## src/rtl/edgtmr_pkg.sv

```systemverilog
// package of register map, field positions and constants for the edge timer
package edgtmr_pkg;
	// ==========================================================
	// register indices (8-bit registers on a plain port)
	localparam logic [3:0] ADDR_CTRL0 = 4'h0;
	localparam logic [3:0] ADDR_CTRL1 = 4'h1;
	localparam logic [3:0] ADDR_LIVE_LOW = 4'h2;
	localparam logic [3:0] ADDR_LIVE_HIGH = 4'h3;
	localparam logic [3:0] ADDR_CMP_LOW = 4'h4;
	localparam logic [3:0] ADDR_CMP_HIGH = 4'h5;
	localparam logic [3:0] ADDR_CAP_LOW = 4'h6;
	localparam logic [3:0] ADDR_CAP_HIGH = 4'h7;
	localparam logic [3:0] ADDR_INT_STATUS = 4'h8;
	localparam logic [3:0] ADDR_INT_MASK = 4'h9;
	// ==========================================================
	// control 0 field positions
	localparam int C0_PAUSE = 7;
	localparam int C0_CLK_HI = 6;
	localparam int C0_CLK_LO = 4;
	localparam int C0_ON = 3;
	localparam int C0_SRC_HI = 1;
	localparam int C0_SRC_LO = 0;
	localparam logic [7:0] C0_WMASK = 8'hfb;
	// control 1 field positions
	localparam int C1_EDGE_HI = 7;
	localparam int C1_EDGE_LO = 6;
	localparam int C1_TRIG_EN = 5;
	localparam int C1_NF_CNT = 4;
	localparam int C1_NF_CLK = 3;
	localparam int C1_NF_EN = 2;
	localparam int C1_CLR_LATCH = 1;
	localparam int C1_CLR_MATCH = 0;
	// interrupt status bits
	localparam int IRQ_OVF = 0;
	localparam int IRQ_MATCH = 1;
	localparam int IRQ_CAPT = 2;
	localparam int IRQ_BITS = 3;
	// ==========================================================
	localparam logic [7:0] RESET_BYTE = 8'h00;
	localparam logic [15:0] RESET_WORD = 16'h0000;
	localparam logic [1:0] NF_DIV = 2'h3;
	localparam logic [1:0] EDGE_OFF = 2'h0;
	localparam logic [1:0] EDGE_RISE = 2'h1;
	localparam logic [1:0] EDGE_FALL = 2'h2;
	localparam logic [1:0] EDGE_BOTH = 2'h3;
	localparam logic [1:0] SRC_RESERVED = 2'h3;
	localparam logic [2:0] CLK_PWM = 3'h0;
endpackage : edgtmr_pkg

```

## src/rtl/edgtmr_core.sv

```systemverilog
// 16-bit capture/compare edge timer with register port and interrupt
`timescale 1ns/1ps
// ==========================================================
// Summary of operation
// - compare value in two rw bytes, reset zero
// - captured count in two read-only bytes
// - three sensor sources, rise/fall/both edges
// - timer_on gates all counting
// - trigger_input_enable gates capture triggers
// - filter needs 2 or 4 equal samples
// - valid edge copies counter to capture
// - overflow sets overflow flag
// - clear_on_latch zeroes counter after capture
// - counter equal compare sets match flag
// - clear_on_match zeroes counter on match
// - match drives stall output for pwm shutdown
// - clock select: pwm tick or sys/2..128
// - timer_on rise clears counter, fall keeps
// - edge field 00 off,01 rise,10 fall,11 both
// - source 00 a,01 b,10 c,11 reserved
module edgtmr_core (
	input wire logic clk_sys_in,
	input wire logic rst_in,
	input wire logic [3:0] addr_in,
	input wire logic [7:0] wdata_in,
	input wire logic wr_in,
	input wire logic rd_in,
	output logic [7:0] rdata_out,
	input wire logic sensor_input_a_in,
	input wire logic sensor_input_b_in,
	input wire logic sensor_input_c_in,
	input wire logic pwm_period_tick_in,
	output logic irq_out,
	output logic stall_out
);
	// ==========================================================
	// register file
	logic [7:0] ctrl0, next_ctrl0, ctrl1, next_ctrl1;
	logic [15:0] cmp, next_cmp, cap, next_cap, cnt, next_cnt;
	logic [2:0] status, next_status, mask, next_mask;
	logic [7:0] rdata, next_rdata;
	logic on_d, next_on_d;
	logic [6:0] pre, next_pre;
	logic [1:0] nf_div, next_nf_div;
	logic [3:0] hist, next_hist;
	logic filt, next_filt, prev_in, next_prev_in;
	logic stall, next_stall;

	wire logic timer_on = ctrl0[edgtmr_pkg::C0_ON];
	wire logic count_pause = ctrl0[edgtmr_pkg::C0_PAUSE];
	wire logic [2:0] count_clock_select = ctrl0[edgtmr_pkg::C0_CLK_HI:edgtmr_pkg::C0_CLK_LO];
	wire logic [1:0] trigger_source_select = ctrl0[edgtmr_pkg::C0_SRC_HI:edgtmr_pkg::C0_SRC_LO];
	wire logic [1:0] trigger_edge_select = ctrl1[edgtmr_pkg::C1_EDGE_HI:edgtmr_pkg::C1_EDGE_LO];
	wire logic trigger_input_enable = ctrl1[edgtmr_pkg::C1_TRIG_EN];
	wire logic filter_sample_count_select = ctrl1[edgtmr_pkg::C1_NF_CNT];
	wire logic filter_sample_clock_select = ctrl1[edgtmr_pkg::C1_NF_CLK];
	wire logic input_filter_enable = ctrl1[edgtmr_pkg::C1_NF_EN];
	wire logic clear_on_latch = ctrl1[edgtmr_pkg::C1_CLR_LATCH];
	wire logic clear_on_match = ctrl1[edgtmr_pkg::C1_CLR_MATCH];

	// ==========================================================
	// source select and filter
	logic src;
	always_comb begin
		unique case (trigger_source_select)
			2'h0: src = sensor_input_a_in;
			2'h1: src = sensor_input_b_in;
			2'h2: src = sensor_input_c_in;
			default: src = prev_in; // reserved code yields no edges
		endcase
	end

	logic nf_tick, all_same;
	always_comb begin
		nf_tick = !filter_sample_clock_select || (nf_div == edgtmr_pkg::NF_DIV);
		if (filter_sample_count_select) begin
			all_same = (hist == {4{hist[0]}});
		end else begin
			all_same = (hist[1:0] == {2{hist[0]}});
		end
	end

	// filtered level; when bypassed the raw source is used directly
	logic level, edge_ok, trig;
	always_comb begin
		level = (input_filter_enable && timer_on) ? next_filt : src;
		unique case (trigger_edge_select)
			edgtmr_pkg::EDGE_RISE: edge_ok = level && !prev_in;
			edgtmr_pkg::EDGE_FALL: edge_ok = !level && prev_in;
			edgtmr_pkg::EDGE_BOTH: edge_ok = level != prev_in;
			default: edge_ok = 1'b0;
		endcase
		trig = edge_ok && trigger_input_enable && timer_on;
	end

	// ==========================================================
	// counter clock and counter
	logic tick, match, ovf;
	always_comb begin
		if (count_clock_select == edgtmr_pkg::CLK_PWM) begin
			tick = pwm_period_tick_in;
		end else begin
			tick = (pre & ((7'h01 << (count_clock_select - 3'h1)) - 7'h01)) == 7'h00
				&& pre[count_clock_select - 3'h1];
		end
		match = timer_on && (cnt == cmp);
		ovf = timer_on && !count_pause && tick && (cnt == 16'hffff);
	end

	logic match_d, next_match_d, match_ev;
	assign match_ev = match && !match_d;

	always_comb begin
		next_on_d = timer_on;
		next_pre = timer_on ? 7'(pre + 7'h01) : 7'h00;
		next_nf_div = 2'(nf_div + 2'h1);
		next_hist = hist;
		next_filt = filt;
		if (nf_tick) begin
			next_hist = {hist[2:0], src};
		end
		if (all_same) begin
			next_filt = hist[0];
		end
		next_prev_in = level;
		next_match_d = match;
		next_cnt = cnt;
		next_cap = cap;
		if (timer_on && !on_d) begin
			next_cnt = edgtmr_pkg::RESET_WORD;
		end else if (timer_on && !count_pause) begin
			if (tick) begin
				next_cnt = 16'(cnt + 16'h0001);
			end
		end
		if (match_ev && clear_on_match) begin
			next_cnt = edgtmr_pkg::RESET_WORD;
		end
		if (trig) begin
			next_cap = cnt;
			if (clear_on_latch) begin
				next_cnt = edgtmr_pkg::RESET_WORD;
			end
		end
		next_stall = stall ? !(wr_in && addr_in == edgtmr_pkg::ADDR_INT_STATUS) : 1'b0;
		if (match_ev) begin
			next_stall = 1'b1;
		end
	end

	// ==========================================================
	// register port
	always_comb begin
		next_ctrl0 = ctrl0;
		next_ctrl1 = ctrl1;
		next_cmp = cmp;
		next_mask = mask;
		next_status = status;
		next_rdata = edgtmr_pkg::RESET_BYTE;
		if (wr_in) begin
			unique case (addr_in)
				edgtmr_pkg::ADDR_CTRL0: next_ctrl0 = wdata_in & edgtmr_pkg::C0_WMASK;
				edgtmr_pkg::ADDR_CTRL1: next_ctrl1 = wdata_in;
				edgtmr_pkg::ADDR_CMP_LOW: next_cmp[7:0] = wdata_in;
				edgtmr_pkg::ADDR_CMP_HIGH: next_cmp[15:8] = wdata_in;
				edgtmr_pkg::ADDR_INT_MASK: next_mask = wdata_in[2:0];
				default: ;
			endcase
		end
		if (rd_in) begin
			unique case (addr_in)
				edgtmr_pkg::ADDR_CTRL0: next_rdata = ctrl0;
				edgtmr_pkg::ADDR_CTRL1: next_rdata = ctrl1;
				edgtmr_pkg::ADDR_LIVE_LOW: next_rdata = cnt[7:0];
				edgtmr_pkg::ADDR_LIVE_HIGH: next_rdata = cnt[15:8];
				edgtmr_pkg::ADDR_CMP_LOW: next_rdata = cmp[7:0];
				edgtmr_pkg::ADDR_CMP_HIGH: next_rdata = cmp[15:8];
				edgtmr_pkg::ADDR_CAP_LOW: next_rdata = cap[7:0];
				edgtmr_pkg::ADDR_CAP_HIGH: next_rdata = cap[15:8];
				edgtmr_pkg::ADDR_INT_STATUS: next_rdata = {5'h00, status};
				edgtmr_pkg::ADDR_INT_MASK: next_rdata = {5'h00, mask};
				default: next_rdata = edgtmr_pkg::RESET_BYTE;
			endcase
			if (addr_in == edgtmr_pkg::ADDR_INT_STATUS) begin
				next_status = 3'h0;
			end
		end
		// set wins over the read clear
		if (ovf) begin
			next_status[edgtmr_pkg::IRQ_OVF] = 1'b1;
		end
		if (match_ev) begin
			next_status[edgtmr_pkg::IRQ_MATCH] = 1'b1;
		end
		if (trig) begin
			next_status[edgtmr_pkg::IRQ_CAPT] = 1'b1;
		end
	end

	always_ff @(posedge clk_sys_in) begin
		if (rst_in) begin
			ctrl0 <= edgtmr_pkg::RESET_BYTE;
			ctrl1 <= edgtmr_pkg::RESET_BYTE;
			cmp <= edgtmr_pkg::RESET_WORD;
			cnt <= edgtmr_pkg::RESET_WORD;
			status <= 3'h0;
			mask <= 3'h0;
			rdata <= edgtmr_pkg::RESET_BYTE;
			on_d <= 1'b0;
			pre <= 7'h00;
			nf_div <= 2'h0;
			hist <= 4'h0;
			filt <= 1'b0;
			prev_in <= 1'b0;
			match_d <= 1'b0;
			stall <= 1'b0;
		end else begin
			ctrl0 <= next_ctrl0;
			ctrl1 <= next_ctrl1;
			cmp <= next_cmp;
			cnt <= next_cnt;
			status <= next_status;
			mask <= next_mask;
			rdata <= next_rdata;
			on_d <= next_on_d;
			pre <= next_pre;
			nf_div <= next_nf_div;
			hist <= next_hist;
			filt <= next_filt;
			prev_in <= next_prev_in;
			match_d <= next_match_d;
			stall <= next_stall;
		end
	end

	// capture value has no reset: undefined until first capture
	always_ff @(posedge clk_sys_in) begin
		cap <= next_cap;
	end

	assign rdata_out = rdata;
	assign irq_out = |(status & mask);
	assign stall_out = stall;
endmodule : edgtmr_core

```

## config.mk

```make
export PLATFORM = sky130hd
export DESIGN_NAME = edgtmr_core
export DESIGN_NICKNAME = d
export VERILOG_FILES = /design/src/rtl/edgtmr_pkg.sv /design/src/rtl/edgtmr_core.sv
export SDC_FILE = /design/constraint.sdc
export NUM_CORES = 1
export LEC_CHECK = 0
export BUFFER_PORTS_ARGS = -buffer_cell sky130_fd_sc_hd__buf_4
export CAP_MARGIN = 0
export CORE_MARGIN = 3
export CORE_UTILIZATION = 51
export DETAILED_ROUTE_END_ITERATION = 8
export HOLD_SLACK_MARGIN = 0.03
export PLACE_DENSITY_LB_ADDON = 0.15
export SYNTH_ARGS = -nofsm -noshare
export SYNTH_HDL_FRONTEND = slang
export SYNTH_SLANG_ARGS = --single-unit
```

## constraint.sdc

```tcl
create_clock -name clk_sys_in -period 4.1 [get_ports clk_sys_in]
set_input_delay 0.41 -clock clk_sys_in [delete_from_list [all_inputs] [get_ports clk_sys_in]]
set_output_delay 0.41 -clock clk_sys_in [all_outputs]
set_load 0.01 [all_outputs]
```

==> results by group, run 1 <==
Run
  • Max_cap viols: 0

Floorplanning
  • Die area: 10400 um^2
  • # IOs: 30
  • Die width: 102 um
  • Initial Util: 53.2%
  • Chip height: 102 um
  • Rows: 34
  • Total core area: 8850 um^2

Timing
  • Worst Max-Slew Pin Slew: 1.00 ns
  • Endpoints failing setup: 0
  • Fin crit share: 88.3%
  • Max Fclk: 0.276 GHz
  • Final Hold Fails: 0
  • Clock Skew: 0.00966 ns
  • RSZ-0062 raised after global routing: false
  • Worst Hold Slack: 0.321 ns
  • Max_slew headroom: 33.1%
  • Crit path time final: 3.62 ns
  • Final TNS setup: 0 ns
  • Final slew viol count: 0

CTS
  • CTS sink cnt: 95
  • CTS max path bufs: 2
  • # H-tree levels: 3
  • PostCTS Resize Cnt: 0
  • CTS tree: yes
  • Postcts setup bufs: 0
  • Clock root buffer: clkbuf_8
  • Num CTS Buffers: 9
  • Clock insertion delay at the later pin of the skew report: 0.35 ns
  • CTS Hold Bufs: 0
  • Reg clk slew, reported paths: 0.09 ns

Synth
  • Syn avg cell area: 9.42 um^2
  • Sequential share of the synthesized area: 43.8%
  • Mapped Area: 4710 um^2
  • Synth async-reset ratio: 0%
  • Netlist cell types: 50
  • Synth Instances: 500
  • EDFF count, synth: 16
  • Synth Register Bits: 95
  • Count leader, synth: dfxtp_1
  • Synth top area share: 33.6%
  • Synth area leader: dfxtp_1
  • Largest cells by area after synthesis: dfxtp_1 (34%), mux2i_1 (10%), edfxtp_1 (10%)
  • Ys Warns: 0
  • Post-synth top cells: dfxtp_1 (79), nor2_1 (71), mux2i_1 (48)
  • Syn nets: 531
  • Prevailing post-synth register cell: dfxtp_1

Global route
  • Antenna violations before repair: 0
  • First-pass GRT wire length: 17900 um
  • Vias in the first global route: 3524
  • Pin count of the biggest net entering global routing: 51
  • Overall Global Routing Usage: 21.9%
  • Total grt overflow: 0

Setup path
  • R2r setup slk: 0.48 ns
  • Crit end category: register
  • Startpoint types: register
  • CP Max Fanout: 31
  • Worst path arrival time: 3.90 ns
  • Setup CP Type: register to register
  • Critical path data required time: 4.38 ns

Hold path
  • HP Class: input pin to register

Placement
  • # port buffers: 29
  • Final GP Congestion: 0.921
  • DP Wirelength: 7820 um

Pwr
  • Net Sw Frac: 23.2%
  • Pwr Density: 327 nW/um^2
  • Power Total: 1.69 mW
  • Psw: 0.391 mW
  • Clk pwr share: 36.4%
  • Max VDD drop: 0.218 mV
  • Part of the power in registers: 57.0%
  • Pleak: 2.11 nW
  • Internal Power: 1.29 mW
  • Combinational share of power: 6.6%

Route
  • Final ANT Viol Nets: 0
  • Vias per cell: 5.93
  • Via count: 3726
  • Initial DRC count: 294
  • DR pass1 iterations: 5
  • DRC Markers: 0
  • DRT Wirelength: 10900 um
  • Routed length per instance: 17.4 um

Finish
  • Area growth from synthesis to layout: 9.56%
  • Nets@finish: 546
  • Share of cells above drive strength 1: 11.5%
  • Ant diodes: 0

Run status
  • Status: finished, final reports clean
cell usage in the layout, fill, tap and decap left out, types with 5 or more instances in the layout:
cell / instances
a21oi_1: 30
xnor2_1: 12
clkbuf_8: 10
o21ai_0: 15
o31ai_1: 8
ha_1: 11
a221oi_1: 5
nor2b_1: 11
dfxtp_1: 79
nand2_1: 35
edfxtp_1: 16
xor2_1: 14
buf_4: 30
inv_1: 13
nor2_1: 71
mux4_2: 6
nor3_1: 5
mux2_2: 6
nand3_1: 15
or4_1: 9
mux2i_1: 48
nand3b_1: 5
and3_1: 7
or3_1: 11
nor4_1: 5
kinds of logic (layout without fill, tap and decap cells):
| group | Yosys count | after routing | share of synthesized area, % |
|---|---|---|---|
| AND/OR/NAND/NOR | 191 | 191 | 19.9 |
| XOR/XNOR | 27 | 27 | 5.18 |
| adder cells (fa/ha/maj) | 11 | 11 | 2.92 |
| AO/OA/AOI/OAI | 77 | 77 | 10.4 |
| multiplexers | 60 | 60 | 14.5 |
| buffers and inverters | 39 | 59 | 3.29 |
| flip-flops | 95 | 95 | 43.8 |
sequential cells by signal, summed over array words and instances, names as in the netlist:
| signal | cells |
|---|---|
| pre | 7 |
| cnt | 16 |
| ctrl0 | 7 |
| cmp | 16 |
| filt | 1 |
| stall_out | 1 |
| hist | 4 |
| prev_in | 1 |
| ctrl1 | 8 |
| on_d | 1 |
| cap | 16 |
| status | 3 |
| nf_div | 2 |
| mask | 3 |
| match_d | 1 |
| rdata_out | 8 |
power by group through the flow:
stage	sequential, mW	clock [mW]	combinational [mW]
after CTS	0.962	0.635	0.110
after global routing	0.963	0.670	0.123
after detailed placement	0.983	0	0.110
after global placement	0.983	0	0.108
after floorplan	0.981	0	0.0727
final	0.962	0.614	0.111
worst paths after layout:
| check | startpoint | end | depth (start not counted) |
|---|---|---|---|
| max | ctrl0[4] | cnt[8] | 12 |
| min reg2reg | nf_div[0] | nf_div[0] | 1 |
| min | wdata_in[7] | ctrl1[7] | 3 |
| max reg2reg | ctrl0[4] | cnt[8] | 12 |
final cells by class:
| class | count | area (um^2) |
|---|---|---|
| inverter | 13 | 48.8 |
| multi-input combinational | 366 | 2490 |
| tap | 108 | 135 |
| clock inverter | 6 | 58.8 |
| fill | 798 | 3690 |
| clock buffer | 10 | 138 |
| sequential | 95 | 2060 |
| timing repair buffer | 30 | 225 |
per-layer routing:
metal,global-route usage [%],vias up,part of all wire (%)
li1,-,1815,-
met1,30.7,1770,46
met2,34.3,120,47
met3,3.89,21,5.3
met4,7.67,0,2.2
met5,0,-,0
worst max-delay path, stage by stage, from the launching register on:
cell	delay, ns
dfxtp_1	0.46
inv_1	0.14
ha_1	0.24
xnor2_2	0.34
nand2_1	0.16
ha_1	0.29
nand2_1	0.12
o22ai_1	0.08
a221oi_2	0.27
o211ai_1	0.12
o21a_1	0.51
or4_1	0.65
a21oi_1	0.15
metrics by stage:
stage	std cells	util [%]	instance area, um^2	setup slack (ns)
after floorplan	500	-	4710	1.18
after global placement	612	56.1	4960	0.767
after detailed placement	612	56.1	4960	0.533
after CTS	628	58.3	5160	0.502
after global routing	628	58.3	5160	0.160
final	628	58.3	5160	0.480
(Power assumes the default switching activity.)
==> run 2, diff against run 1 <==
- ABC_AREA: not set -> 1
==> run 2 against run 1 <==
Net effect: power up 3.0%; via count rose by 21%; synthesized cell count grew 30%; maximum frequency up 26%; first-iteration DRC count is 29% higher; clock-buffer cell count unchanged; routed wire length is 22% higher; critical path type unchanged; critical path depth rose by 7; clock skew up 0.0075 ns.
==> results by group, run 2 <==
Run status
  • Status: finished, final reports clean

Synth
  • Synth area leader: dfxtp_1
  • Syn nets: 683
  • Prevailing post-synth register cell: dfxtp_1
  • Sequential share of the synthesized area: 43.1%
  • Synth async-reset ratio: 0%
  • Largest cells by area after synthesis: dfxtp_1 (33%), edfxtp_1 (10%), nand2_1 (9.8%)
  • Mapped Area: 4780 um^2
  • Synth top area share: 33.1%
  • Syn avg cell area: 7.33 um^2
  • Netlist cell types: 41
  • Post-synth top cells: nand2_1 (125), inv_1 (90), dfxtp_1 (79)
  • EDFF count, synth: 16
  • Count leader, synth: nand2_1
  • Ys Warns: 0
  • Synth Register Bits: 95
  • Synth Instances: 652

Timing
  • Fin crit share: 70.2%
  • Crit path time final: 2.88 ns
  • Final Worst Setup Slack: 1.22 ns
  • Final TNS setup: 0 ns
  • Max_slew headroom: 61.8%
  • Clock Skew: 0.0172 ns
  • Worst Max-Slew Pin Slew: 0.573 ns
  • Final Hold Fails: 0
  • Final slew viol count: 0
  • Max Fclk: 0.347 GHz
  • RSZ-0062 raised after global routing: false
  • Endpoints failing setup: 0

Global route
  • Antenna violations before repair: 0
  • Met3 Use GR: 3.25%
  • Pin count of the biggest net entering global routing: 34
  • Met1 usage: 37.9%
  • First-pass GRT wire length: 21200 um
  • M2 GR Usage: 39.6%
  • Vias in the first global route: 4030
  • Most Crowded Layer GR: met2
  • Total grt overflow: 0
  • Overall Global Routing Usage: 26.2%

Finish
  • Multi-input gate area: 2280 um^2
  • Ant diodes: 0
  • Register area: 2060 um^2
  • Share of cells above drive strength 1: 10.9%
  • Most frequent cells in the layout: nand2_1 (125), inv_1 (90), dfxtp_1 (79)
  • Filler Cells Inserted: 819
  • Largest registers: cap x16, cmp x16, cnt x16
  • Area growth from synthesis to layout: 11.2%
  • Leading cell type in the layout, fill and taps excluded: nand2_1
  • Nets@finish: 714

CTS
  • CTS sink cnt: 95
  • PostCTS Resize Cnt: 0
  • CTS max path bufs: 2
  • Postcts setup bufs: 0
  • Num CTS Buffers: 9
  • CTS Hold Bufs: 0
  • Clock insertion delay at the later pin of the skew report: 0.37 ns
  • # H-tree levels: 3
  • Reg clk slew, reported paths: 0.10 ns
  • CTS tree: yes
  • Clock root buffer: clkbuf_8

Placement
  • Final GP Congestion: 1.05
  • # port buffers: 29
  • DP Wirelength: 10100 um
  • Pre-CTS setup slack: 1.24 ns

Floorplanning
  • Total core area: 8890 um^2
  • Rows: 34
  • Die width: 103 um
  • Die area: 10600 um^2
  • Chip height: 103 um
  • # IOs: 30
  • Initial Util: 53.8%

Setup path
  • Setup CP Type: register to register
  • Critical path data required time: 4.34 ns
  • Startpoint types: register
  • CP Max Fanout: 13
  • Crit end category: register
  • Worst path arrival time: 3.12 ns

Pwr
  • Internal Power: 1.28 mW
  • Pwr Density: 327 nW/um^2
  • Clk pwr share: 36.8%
  • Part of the power in registers: 55.7%
  • Psw: 0.461 mW
  • Pleak: 2.12 nW
  • Net Sw Frac: 26.5%
  • Combinational share of power: 7.5%
  • Max VDD drop: 0.163 mV

Route
  • Routed length per instance: 16.8 um
  • Vias per cell: 5.64
  • DRC Markers: 0
  • Final ANT Viol Nets: 0
  • DRT Wirelength: 13400 um
  • DR pass1 iterations: 6
  • Initial DRC count: 378
  • Via count: 4490

Run
  • Max_cap viols: 0

Hold path
  • HP Class: input pin to register
-- run 2: cell types whose count changed after synthesis, sizes merged, moves of 10 or more --
cell and change:
clkbuf -11, nor2b -11, o21ai +33, nand3 +21
xnor2 -10, or3 -11, nand4 +12, nor3 +11
inv +87, mux2i -48, o22ai +10, a21oi +32
nand2 +95
-- run 2: per-stage QoR --
stage	utilization [%]	total power, mW	cell area, um^2	instances	hold WS [ns]
detailed placement	57.4	1.12	5100	780	0.421
CTS	59.8	1.75	5310	796	0.318
global route	59.8	1.81	5310	796	0.327
finish	59.8	1.74	5310	796	0.334
global placement	57.4	1.12	5100	780	0.408
floorplan	-	1.07	4780	652	0.399
-- run 2: cell type report --
class	instances	area share, %
well taps	108	2.54
repair buffers	33	4.66
clock inverters	6	1.11
multi-input cells	443	42.9
flip-flops and latches	95	38.8
clock buffers	10	2.80
inverters	101	7.14
-- run 2: cells by family (layout without fill, tap and decap cells) --
family / Yosys count / in the layout / share of synthesized area (%)
and+or+nand+nor: 277 / 277 / 25.6
AOI/OAI and AO/OA: 147 / 147 / 17.7
xor gates and xnor gates: 8 / 8 / 1.47
adders and majority gates: 11 / 11 / 2.88
DFF: 95 / 95 / 43.1
buffers and inverters: 114 / 150 / 9.14
-- run 2: power groups by stage --
| stage | combinational, mW | sequential (mW) | clock (mW) |
|---|---|---|---|
| after detailed placement | 0.128 | 0.989 | 0 |
| after global placement | 0.127 | 0.988 | 0 |
| after CTS | 0.128 | 0.967 | 0.653 |
| after global routing | 0.146 | 0.969 | 0.694 |
| after floorplan | 0.0837 | 0.986 | 0 |
| final | 0.130 | 0.968 | 0.639 |
-- run 2: worst paths after layout --
| path | endpoint | slack [ns] | cells past startpoint | from |
|---|---|---|---|---|
| max reg2reg | cnt[2] | 1.22 | 19 | ctrl0[4] |
| max | cnt[2] | 1.22 | 19 | ctrl0[4] |
| min reg2reg | nf_div[0] | 0.43 | 1 | nf_div[0] |
| min | ctrl0[7] | 0.33 | 3 | wdata_in[7] |
-- run 2: metal layers --
layer	routed length [um]	part of all wire, %
met1	6100	46
met2	5960	45
met3	934	7.0
met4	363	2.7
met5	0	0
-- run 2: worst max-delay path, cell delays in order, from the launching register on --
cell	delay, ns
dfxtp_1	0.50
inv_2	0.13
ha_1	0.26
inv_1	0.09
nand2_2	0.07
nand2_4	0.10
nand2_2	0.06
ha_1	0.27
inv_1	0.10
nand2_1	0.06
nand3_1	0.07
nand2_1	0.05
inv_1	0.06
nand3_2	0.09
o21bai_4	0.33
nand2_2	0.16
inv_2	0.16
nand3_1	0.08
nand2_1	0.08
nor2_1	0.04
